## config.mk

```make
export PLATFORM = sky130hd
export DESIGN_NAME = dcsp_top
export DESIGN_NICKNAME = d
export VERILOG_FILES = /design/src/dcsp_pkg.sv /design/src/dcsp_word_if.sv /design/src/dcsp_gen_bank.sv /design/src/dcsp_top.sv
export SDC_FILE = /design/constraint.sdc
export NUM_CORES = 1
export LEC_CHECK = 0
export BUFFER_PORTS_ARGS = -buffer_cell sky130_fd_sc_hd__buf_2
export CORE_ASPECT_RATIO = 0.9
export CORE_MARGIN = 3
export CORE_UTILIZATION = 50
export DETAILED_ROUTE_END_ITERATION = 10
export HOLD_SLACK_MARGIN = 0.06
export PLACE_DENSITY = 0.67
export SLEW_MARGIN = 20
export SYNTH_ARGS = -nofsm -noshare
export SYNTH_HDL_FRONTEND = slang
export SYNTH_SLANG_ARGS = --single-unit
export TNS_END_PERCENT = 20
```

## constraint.sdc

```tcl
create_clock -name mclk_i -period 1.86 [get_ports mclk_i]
set_clock_uncertainty 0.15 [all_clocks]
set_input_delay 0.186 -clock mclk_i [delete_from_list [all_inputs] [get_ports mclk_i]]
set_output_delay 0.186 -clock mclk_i [all_outputs]
set_load 0.005 [all_outputs]
```

## src/dcsp_pkg.sv

```systemverilog
package dcsp_pkg;
  // serial word geometry
  localparam int WORD_W = 20;
  localparam int PTR_W = 5;
  localparam int DIV_W = 7;
  localparam int PDIV_W = 2;
  // field positions inside the program word
  localparam int GEN_ADDR_POS = 0;
  localparam int TRISTATE_POS = 1;
  localparam int OSC_DIS_POS = 2;
  localparam int FMODE_POS = 3;
  localparam int PDIV_LSB = 4;
  localparam int FB_DIV_LSB = 6;
  localparam int REF_DIV_LSB = 13;
  // last pointer value before the automatic transfer
  localparam logic [4:0] PTR_LAST = 5'h13;
  // values after reset
  localparam logic RST_TRISTATE = 1'b0;
  localparam logic RST_OSC_DIS = 1'b0;
  localparam logic RST_FMODE = 1'b1;
  localparam logic [1:0] RST_PDIV = 2'h0;
  localparam logic [6:0] RST_DIV = 7'h01;
  // select code that lets the pixel generator use its programmed dividers
  localparam logic [2:0] PIX_EXT_SEL = 3'h2;
  // one generator's settings
  typedef struct packed {
    logic tristate;
    logic osc_dis;
    logic fmode;
    logic [PDIV_W-1:0] pdiv;
    logic [DIV_W-1:0] fb_div;
    logic [DIV_W-1:0] ref_div;
  } dcsp_gen_cfg_t;
  localparam dcsp_gen_cfg_t RST_CFG = '{RST_TRISTATE, RST_OSC_DIS, RST_FMODE, RST_PDIV, RST_DIV, RST_DIV};
endpackage : dcsp_pkg

```

## src/dcsp_word_if.sv

```systemverilog
`timescale 1ns/10ps
// carries a completed program word from the shifter to the generator banks
interface dcsp_word_if;
  import dcsp_pkg::*;
  logic load;
  logic [WORD_W-1:0] word;
  modport src (output load, output word);
  modport dst (input load, input word);
endinterface : dcsp_word_if

```

## src/dcsp_gen_bank.sv

```systemverilog
`timescale 1ns/10ps
// settings of one generator, loaded when a word addresses it
module dcsp_gen_bank #(
  parameter logic GEN_SEL = 1'b1
) (
  input wire logic mclk_i,
  input wire logic rst_n_i,
  dcsp_word_if.dst wif,
  output dcsp_pkg::dcsp_gen_cfg_t cfg_o
);
  import dcsp_pkg::*;
  dcsp_gen_cfg_t cfg_reg;
  dcsp_gen_cfg_t cfg_next;
  wire hit = wif.load && (wif.word[GEN_ADDR_POS] == GEN_SEL);
  // unpack fields of the word
  always_comb begin
    cfg_next = cfg_reg;
    if (hit) begin
      cfg_next.tristate = wif.word[TRISTATE_POS];
      cfg_next.osc_dis = wif.word[OSC_DIS_POS];
      cfg_next.fmode = wif.word[FMODE_POS];
      cfg_next.pdiv = wif.word[PDIV_LSB +: PDIV_W];
      cfg_next.fb_div = wif.word[FB_DIV_LSB +: DIV_W];
      cfg_next.ref_div = wif.word[REF_DIV_LSB +: DIV_W];
    end
  end
  // reset puts drivers on, oscillator on, preset mode
  always_ff @(posedge mclk_i or negedge rst_n_i) begin
    if (!rst_n_i) begin
      cfg_reg <= RST_CFG;
    end else begin
      cfg_reg <= cfg_next;
    end
  end
  assign cfg_o = cfg_reg;
endmodule // dcsp_gen_bank

```

## src/dcsp_top.sv

```systemverilog
`timescale 1ns/10ps
// Notes on behaviour
// - a 20-bit shift register loads via data and strobe while latch line high
// - rising latch line clears bit pointer; controller can write the next full word without one
// - each rising strobe while latch line high, except in the cycle latch rises, captures one data bit and advances pointer
// - after twenty bits the word loads the addressed generator automatically
// - pointer returns to zero after each full word
// - address bit one selects pixel generator, zero selects memory generator
// - tristate bit one floats the output driver, zero enables it
// - after reset both output drivers are enabled
// - oscillator-disable bit one powers the oscillator down, zero runs it
// - after reset both oscillators run
// - disabled oscillator with enabled driver holds output high
// - mode bit one picks presets, zero picks programmed dividers
// - pixel uses programmed dividers only if mode zero and selects low,high,low
// - memory generator mode ignores select inputs
// - after reset both generators use preset mode
// - post divider codes 0..3 divide by 1,2,4,8
// - word bits 6..12 hold the feedback divider
// - word bits 13..19 hold the reference divider
// - latch low: select latch transparent; latch high: select held, programming open
// - divider values zero and one both mean divide by one
module dcsp_top (
  input wire logic mclk_i,
  input wire logic rst_n_i,
  input wire logic select0_serial_in_i,
  input wire logic select1_write_strobe_i,
  input wire logic select2_input_i,
  input wire logic latch_pointer_reset_line_i,
  output logic [2:0] pix_select_o,
  output logic pix_use_prog_o,
  output logic [2:0] pix_preset_sel_o,
  output logic pix_out_en_o,
  output logic pix_osc_run_o,
  output logic pix_force_high_o,
  output logic [3:0] pix_post_div_o,
  output logic [dcsp_pkg::DIV_W-1:0] pix_fb_div_o,
  output logic [dcsp_pkg::DIV_W-1:0] pix_ref_div_o,
  output logic mem_use_prog_o,
  output logic mem_out_en_o,
  output logic mem_osc_run_o,
  output logic mem_force_high_o,
  output logic [3:0] mem_post_div_o,
  output logic [dcsp_pkg::DIV_W-1:0] mem_fb_div_o,
  output logic [dcsp_pkg::DIV_W-1:0] mem_ref_div_o,
  output logic word_loaded_o
);
  import dcsp_pkg::*;

  // two-stage synchronisers for the four pins
  logic [3:0] sync1_reg;
  logic [3:0] sync2_reg;
  logic [3:0] sync3_reg;
  always_ff @(posedge mclk_i or negedge rst_n_i) begin
    if (!rst_n_i) begin
      sync1_reg <= 4'h0;
      sync2_reg <= 4'h0;
      sync3_reg <= 4'h0;
    end else begin
      sync1_reg <= {latch_pointer_reset_line_i, select2_input_i, select1_write_strobe_i, select0_serial_in_i};
      sync2_reg <= sync1_reg;
      sync3_reg <= sync2_reg;
    end
  end

  // synchronised levels and edges
  wire data_s = sync2_reg[0];
  wire strobe_s = sync2_reg[1];
  wire sel2_s = sync2_reg[2];
  wire latch_s = sync2_reg[3];
  wire strobe_rise = strobe_s && !sync3_reg[1];
  wire latch_rise = latch_s && !sync3_reg[3];

  // frequency-select latch: follows pins while latch line low
  logic [2:0] fs_reg;
  logic [2:0] fs_next;
  assign fs_next = latch_s ? fs_reg : {sel2_s, strobe_s, data_s};
  always_ff @(posedge mclk_i or negedge rst_n_i) begin
    if (!rst_n_i) begin
      fs_reg <= 3'h0;
    end else begin
      fs_reg <= fs_next;
    end
  end

  // serial shifter with bit pointer
  logic [WORD_W-1:0] shift_reg;
  logic [WORD_W-1:0] shift_next;
  logic [PTR_W-1:0] ptr_reg;
  logic [PTR_W-1:0] ptr_next;
  logic load_reg;
  // delays the transfer pulse so it lines up with the output update
  logic load_d_reg;
  wire take_bit = latch_s && strobe_rise && !latch_rise;
  wire last_bit = take_bit && (ptr_reg == PTR_LAST);
  always_comb begin
    shift_next = shift_reg;
    ptr_next = ptr_reg;
    if (latch_rise) begin
      ptr_next = '0;
    end else if (take_bit) begin
      shift_next[ptr_reg] = data_s;
      ptr_next = last_bit ? '0 : ptr_reg + PTR_W'(1);
    end
  end
  always_ff @(posedge mclk_i or negedge rst_n_i) begin
    if (!rst_n_i) begin
      shift_reg <= '0;
      ptr_reg <= '0;
      load_reg <= 1'b0;
      load_d_reg <= 1'b0;
    end else begin
      shift_reg <= shift_next;
      ptr_reg <= ptr_next;
      load_reg <= last_bit;
      load_d_reg <= load_reg;
    end
  end

  // completed word goes to both banks; the address bit picks one
  dcsp_word_if wif ();
  assign wif.load = load_reg;
  assign wif.word = shift_reg;

  dcsp_gen_cfg_t pix_cfg;
  dcsp_gen_cfg_t mem_cfg;
  dcsp_gen_bank #(.GEN_SEL(1'b1)) u_pix_bank (
    .mclk_i(mclk_i),
    .rst_n_i(rst_n_i),
    .wif(wif.dst),
    .cfg_o(pix_cfg)
  );
  dcsp_gen_bank #(.GEN_SEL(1'b0)) u_mem_bank (
    .mclk_i(mclk_i),
    .rst_n_i(rst_n_i),
    .wif(wif.dst),
    .cfg_o(mem_cfg)
  );

  // divider helpers: zero treated as one, post code to ratio
  function automatic logic [DIV_W-1:0] div_eff(input logic [DIV_W-1:0] v);
    div_eff = (v == '0) ? DIV_W'(1) : v;
  endfunction
  function automatic logic [3:0] post_ratio(input logic [PDIV_W-1:0] c);
    post_ratio = 4'h1 << c;
  endfunction

  // pixel mode needs mode bit zero and select code low,high,low with latch high
  wire pix_prog = !pix_cfg.fmode && (fs_reg == PIX_EXT_SEL) && latch_s;
  wire mem_prog = !mem_cfg.fmode;

  // registered outputs
  always_ff @(posedge mclk_i or negedge rst_n_i) begin
    if (!rst_n_i) begin
      pix_select_o <= 3'h0;
      pix_use_prog_o <= 1'b0;
      pix_preset_sel_o <= 3'h0;
      pix_out_en_o <= 1'b1;
      pix_osc_run_o <= 1'b1;
      pix_force_high_o <= 1'b0;
      pix_post_div_o <= 4'h1;
      pix_fb_div_o <= RST_DIV;
      pix_ref_div_o <= RST_DIV;
      mem_use_prog_o <= 1'b0;
      mem_out_en_o <= 1'b1;
      mem_osc_run_o <= 1'b1;
      mem_force_high_o <= 1'b0;
      mem_post_div_o <= 4'h1;
      mem_fb_div_o <= RST_DIV;
      mem_ref_div_o <= RST_DIV;
      word_loaded_o <= 1'b0;
    end else begin
      pix_select_o <= fs_reg;
      pix_use_prog_o <= pix_prog;
      pix_preset_sel_o <= fs_reg;
      pix_out_en_o <= !pix_cfg.tristate;
      pix_osc_run_o <= !pix_cfg.osc_dis;
      pix_force_high_o <= pix_cfg.osc_dis && !pix_cfg.tristate;
      pix_post_div_o <= post_ratio(pix_cfg.pdiv);
      pix_fb_div_o <= div_eff(pix_cfg.fb_div);
      pix_ref_div_o <= div_eff(pix_cfg.ref_div);
      mem_use_prog_o <= mem_prog;
      mem_out_en_o <= !mem_cfg.tristate;
      mem_osc_run_o <= !mem_cfg.osc_dis;
      mem_force_high_o <= mem_cfg.osc_dis && !mem_cfg.tristate;
      mem_post_div_o <= post_ratio(mem_cfg.pdiv);
      mem_fb_div_o <= div_eff(mem_cfg.fb_div);
      mem_ref_div_o <= div_eff(mem_cfg.ref_div);
      word_loaded_o <= load_d_reg;
    end
  end
endmodule // dcsp_top

```

# ---- Word level (Yosys, flattened, before mapping)
# Cells that the tools add are included.
# W data, S select, Z words.
dict set report classes {
  n_addsub 1
  magnitude_cmp 2
  n_eq_ne 2
  shifts 2
  n_mux 10
  bitwise 2
  n_reduce_logical 27
}
# operator count
set op_table {}
lappend op_table {{$logic_not A7 Y1} 4}
lappend op_table {{$mux W7} 4}
lappend op_table {{$bwmux W20} 1}
lappend op_table {{$mux W5} 3}
lappend op_table {{$logic_and A1 B1 Y1} 12}
lappend op_table {{$logic_not A1 Y1} 9}
lappend op_table {{$shl A1 B2 Y4 const A} 2}
lappend op_table {{$lt A5 B6 Y1 const B} 1}
lappend op_table {{$add A5 B1 Y5 const B} 1}
lappend op_table {{$demux W1 S5} 1}
lappend op_table {{$eq A5 B5 Y1 const B} 1}
lappend op_table {{$ge A5 B1 Y1 const B} 1}
lappend op_table {{$eq A3 B2 Y1 const B} 1}
lappend op_table {{$not A1 Y1} 2}
lappend op_table {{$reduce_and A2 Y1} 1}
lappend op_table {{$reduce_bool A2 Y1} 1}
lappend op_table {{$mux W1} 1}
dict set report totals {
  ff_bits 128
  in_bits 6
  out_inout_bits 51
  wordCells 82
}

# ---- Logic depth before layout (Yosys ltp)
dict set report logic_depth {
  depth_word 8
  depth_mapped 5
  mapped_depth_nobuf 5
}

# ---- Cells and area by module
# A second synthesis with hierarchy kept.
dict set report hier_totals {
  cells_unflattened 302
  area_unflattened_um2 4764.6
}
# module instances cells_per_inst area_each_um2 seq_area_each_um2
set by_module_without_submodules {}
lappend by_module_without_submodules {dcsp_top 1 221 3226.8 2214.6}
lappend by_module_without_submodules {{dcsp_gen_bank (u_mem_bank)} 1 41 775.7 479.2}
lappend by_module_without_submodules {{dcsp_gen_bank (u_pix_bank)} 1 40 762.0 479.2}

# ---- Worst setup path before layout
# No wires, ideal clock.
dict set report synth_path {
  path_type {reg2reg}
  start {reg ptr_reg[2]}
  end {reg shift_reg[19]}
  setup_time_ps 125
  t_arrival_ps 1265
  required_time_ps 1585
  slack_ps 321
  path_stages_with_launch 5
  path_buffers 1
  period_less_slack_ps 1539
  path_cell_list {dfrtp_1 -> buf_2 -> nor3b_2 -> and3_1 -> mux2_2}
}
dict set report synth_via {
  elab_chain_len 5
  word_cells_on_any_way 6
  cone_classes {order compare (2); mux (3); reduce/logical (1)}
}
# item line
set synth_rtl {}
lappend synth_rtl {{start, declared} dcsp_top.sv:89} ;# logic [PTR_W-1:0] ptr_reg;
lappend synth_rtl {{start signal, assigned} dcsp_top.sv:114} ;# ptr_reg <= ptr_next;
lappend synth_rtl {{$lt A5 B6 Y1 (not written as such) or $ge A5 B1 Y1 (tied branches)} dcsp_top.sv:102} ;# shift_next[ptr_reg] = data_s;
lappend synth_rtl {{$logic_and A1 B1 Y1 (not written as such)} dcsp_top.sv:102}
lappend synth_rtl {{$mux W1 (not written as such)} dcsp_top.sv:102}
lappend synth_rtl {{$demux W1 S5 *} dcsp_top.sv:102}
lappend synth_rtl {{$bwmux W20 *} dcsp_top.sv:102}
lappend synth_rtl {{end signal, assigned} dcsp_top.sv:113} ;# shift_reg <= shift_next;
lappend synth_rtl {{end, declared} dcsp_top.sv:87} ;# logic [WORD_W-1:0] shift_reg;
# Mark *: on every way between the ends. The rest lies on a longest branch, timed or not.
# A chain may end at the register's enable or synchronous reset.

# ---- Worst setup path after layout
dict set report layout_path {
  start {reg ptr_reg[2]}
  end {reg shift_reg[6]}
}
# The elaborated chain is that of the path after synthesis.

==> results.json <==
{
  "status": "finished clean",
  "max-cap-violations": 0,
  "grt-ovfl-total": 0,
  "slew_headroom_pct": 56.7,
  "hold_viol_final": 0,
  "layout-drive-gt1-share_pct": 46.5,
  "switching_share_pct": 20.6,
  "htree_levels": 4,
  "setup_ws_ns": 0.141,
  "die_height_um": 96.8,
  "crit_path_cell_trace": "nor3b_1 > nand2_1 > mux2_4",
  "route.vias.total": 2378,
  "synth.top_cell.area_share_pct": 60.1,
  "grt_pass1_vias": 2442,
  "filler_cell_count": 667,
  "multi_input_comb_area_um2": 1240,
  "seq_area_frac_synth_pct": 69.3,
  "worstSetupEndpointType": "flop",
  "seq_power_share_pct": 46.8,
  "max-clock-path-buffers": 2,
  "postCtsResizedCells": 0,
  "final-max-slew-violation-count": 0,
  "syn-num-nets": 318,
  "cts_sinks": 126,
  "power.clock.fraction_pct": 50.6,
  "timing_worst_setup_path_type": "flop to flop",
  "maxClockFrequency_ghz": 0.582,
  "finalCriticalPeriod_ns": 1.72,
  "syn-instance-count": 307,
  "num_io_pins": 57,
  "yosys.area.top_type": "dfrtp_1",
  "largest_register_ff_count": 20,
  "core_um2": 8730,
  "synth.mux.area_fraction_pct": 16.1,
  "grt_use_met1_pct": 22.2,
  "first_pass_detailed_route_iteration_total": 4,
  "adder_cell_fraction_of_synth_area_pct": 1.37,
  "critPathLaunchType": "flop",
  "power.density_cell_area_nw_per_um2": 1080,
  "global_route.peak_usage_layer": "met2",
  "cp_top_family": "simple AND/OR/NAND/NOR gates",
  "synth_ff_type": "dfrtp_1",
  "starting_density_of_the_core_pct": 52.5,
  "drt.antenna.violating_nets": 0,
  "gr-usage-met2_pct": 24.7,
  "postSynthAreaPerCell_um2": 14.9,
  "globalRouteMet3Util_pct": 5.60,
  "fin_setup_tns_ns": 0,
  "switching_power_mw": 1.24,
  "placedCellCount": 456,
  "route.detailed.wl_per_inst_um": 15.1,
  "maximum_number_of_pins_on_one_net_before_global_route_repair": 49,
  "die_x_um": 107,
  "placed_cell_area_um2": 4950,
  "crit_path_top_delay_cell": "dfrtp_1",
  "layout.area.seq_um2": 3170,
  "hpwlAfterDp_um": 4640,
  "fin_cells": 493,
  "worstPathMaxFanout": 10,
  "via_per_inst": 4.82,
  "synthMostInstantiatedCell": "dfrtp_1",
  "complex_gate_fraction_of_the_synthesized_area_pct": 2.13,
  "postCtsSetupRepairBufs": 0,
  "fin_area_um2": 5580,
  "die_area_um2": 10300,
  "worst_slew_pin_slew_ns": 0.650,
  "gpl.final_weighted_congestion": 0.788,
  "post_synth_xor_area_fraction_pct": 0.383,
  "p_leak_nw": 2.86,
  "place.port_buffers": 56,
  "combPwrFrac_pct": 2.6,
  "area.growth.synth_to_final_pct": 21.8,
  "rsz0062_at_grt": "no",
  "synth-simple-area-share_pct": 7.02,
  "worst_hold_path_type": "primary input to asynchronous set/reset pin",
  "post-route-period-util_pct": 92.4,
  "arrival_ns": 1.95,
  "clock_tree.root_cell": "clkbuf_8",
  "antenna-diode-count": 0,
  "clock_tree_from_tritoncts": "built",
  "crit_buf_inv": 0,
  "synth.lib_cells_used.distinct": 32,
  "cell_area_after_synthesis_um2": 4580,
  "ctsHoldBuffers": 6,
  "synth_top_family_by_area": "multiplexers",
  "std_cell_rows": 32,
  "finalCoreUtilization_pct": 63.9,
  "drt_first_iter_violations": 105,
  "first_pass_grt_wire_length_um": 12900,
  "antenna_found_initial": 0,
  "worst_ir_drop_vdd_mv": 0.661,
  "number_of_warnings_printed_during_yosys_synthesis": 0,
  "ys_async_sr_fraction_pct": 100,
  "clock_latency_on_the_worst_skew_pair_ns": 0.51,
  "gr-usage-all-layers_pct": 16.4,
  "final_net_count": 373,
  "dp_worst_setup_slack_ns": 0.168,
  "tritoncts.num_buffers": 17,
  "cp.required_ns": 2.09,
  "routed_wirelength_um": 7440,
  "synth_common_cells": "110 x dfrtp_1, 40 x mux2_2, 26 x clkbuf_1, 23 x nand2_1, 19 x mux2_4",
  "synth-edff-count": 0,
  "synth_area_leaders": "dfrtp_1 60%, mux2_2 9.8%, dfstp_2 9.2%",
  "clk_pin_slew_worst_paths_ns": 0.06,
  "synth-seq-cells": 126,
  "crit_path_max_incr_delay_ns": 0.54,
  "remaining_drc_errors": 0,
  "setup_violations": 0,
  "p_int_mw": 4.79
}
## cell usage in the layout (no fill, tap or decap), drive strengths merged, types with 4 or more instances in the layout
cell and count:
nor4 4, clkinv 6, dfrtp 110, and2 6
mux2 59, ha 5, inv 8, o21ai 6
a21o 4, nor2 9, clkbuf 21, dlygate4sd3 5
nand2 23, buf 64, nor2b 6, dfstp 16
## final timing paths
kind / startpoint / endpoint / slack [ns] / cells past startpoint
setup reg to reg: ptr_reg[2] / shift_reg[6] / 0.14 / 3
hold reg to reg: sync1_reg[2] / sync2_reg[2] / 0.20 / 0
hold / removal: rst_n_i / mem_osc_run_o / 0.15 / 2
max in group asynchronous: rst_n_i / u_pix_bank.cfg_o[16] / 1.09 / 3
setup / recovery: ptr_reg[2] / shift_reg[6] / 0.14 / 3
min in group mclk_i: latch_pointer_reset_line_i / sync1_reg[3] / 0.16 / 2
## worst register-to-register path, delay by kind of cell, from the launching register on
family | cells | cell delay, ns
AND/OR/NAND/NOR | 2 | 0.60
multiplexers | 1 | 0.32
flip-flops | 1 | 0.54
## power by group through the flow
stage / combinational [mW] / sequential [mW] / clock (mW)
final: 0.154 / 2.82 / 3.05
after global routing: 0.174 / 2.83 / 3.26
after CTS: 0.161 / 2.82 / 3.11
after detailed placement: 0.145 / 2.87 / 0
after global placement: 0.141 / 2.87 / 0
after floorplan: 0.0614 / 2.86 / 0
## logic make-up after synthesis
family,Yosys count
flops,126
mux,59
simple gates,59
buf+inv,41
compound gates,15
fa+ha+maj,5
xor+xnor,2
## layout make-up
cell class / instances / area share [%]
Timing Repair Buffer: 69 / 7.72
Tap cell: 119 / 2.67
Inverter: 8 / 0.539
Multi-Input combinational cell: 140 / 22.2
Sequential cell: 126 / 56.9
Clock buffer: 21 / 7.88
Clock inverter: 10 / 2.09
## routing by layer
metal  routed length, um  share of wire [%]
met1                3480                 47
met2                3540                 48
met3                 314                4.2
met4                 102                1.4
met5                   0                  0
## metrics by stage
| stage | power, mW | hold slack, ns |
|---|---|---|
| 2_1_floorplan | 2.92 | -0.260 |
| 3_3_place_gp | 3.01 | 0.00996 |
| 3_5_place_dp | 3.02 | 0.0133 |
| 4_1_cts | 6.09 | 0.135 |
| 5_1_grt | 6.26 | 0.140 |
| 6_report | 6.02 | 0.149 |
No activity file was read; power rests on OpenSTA's default activity.
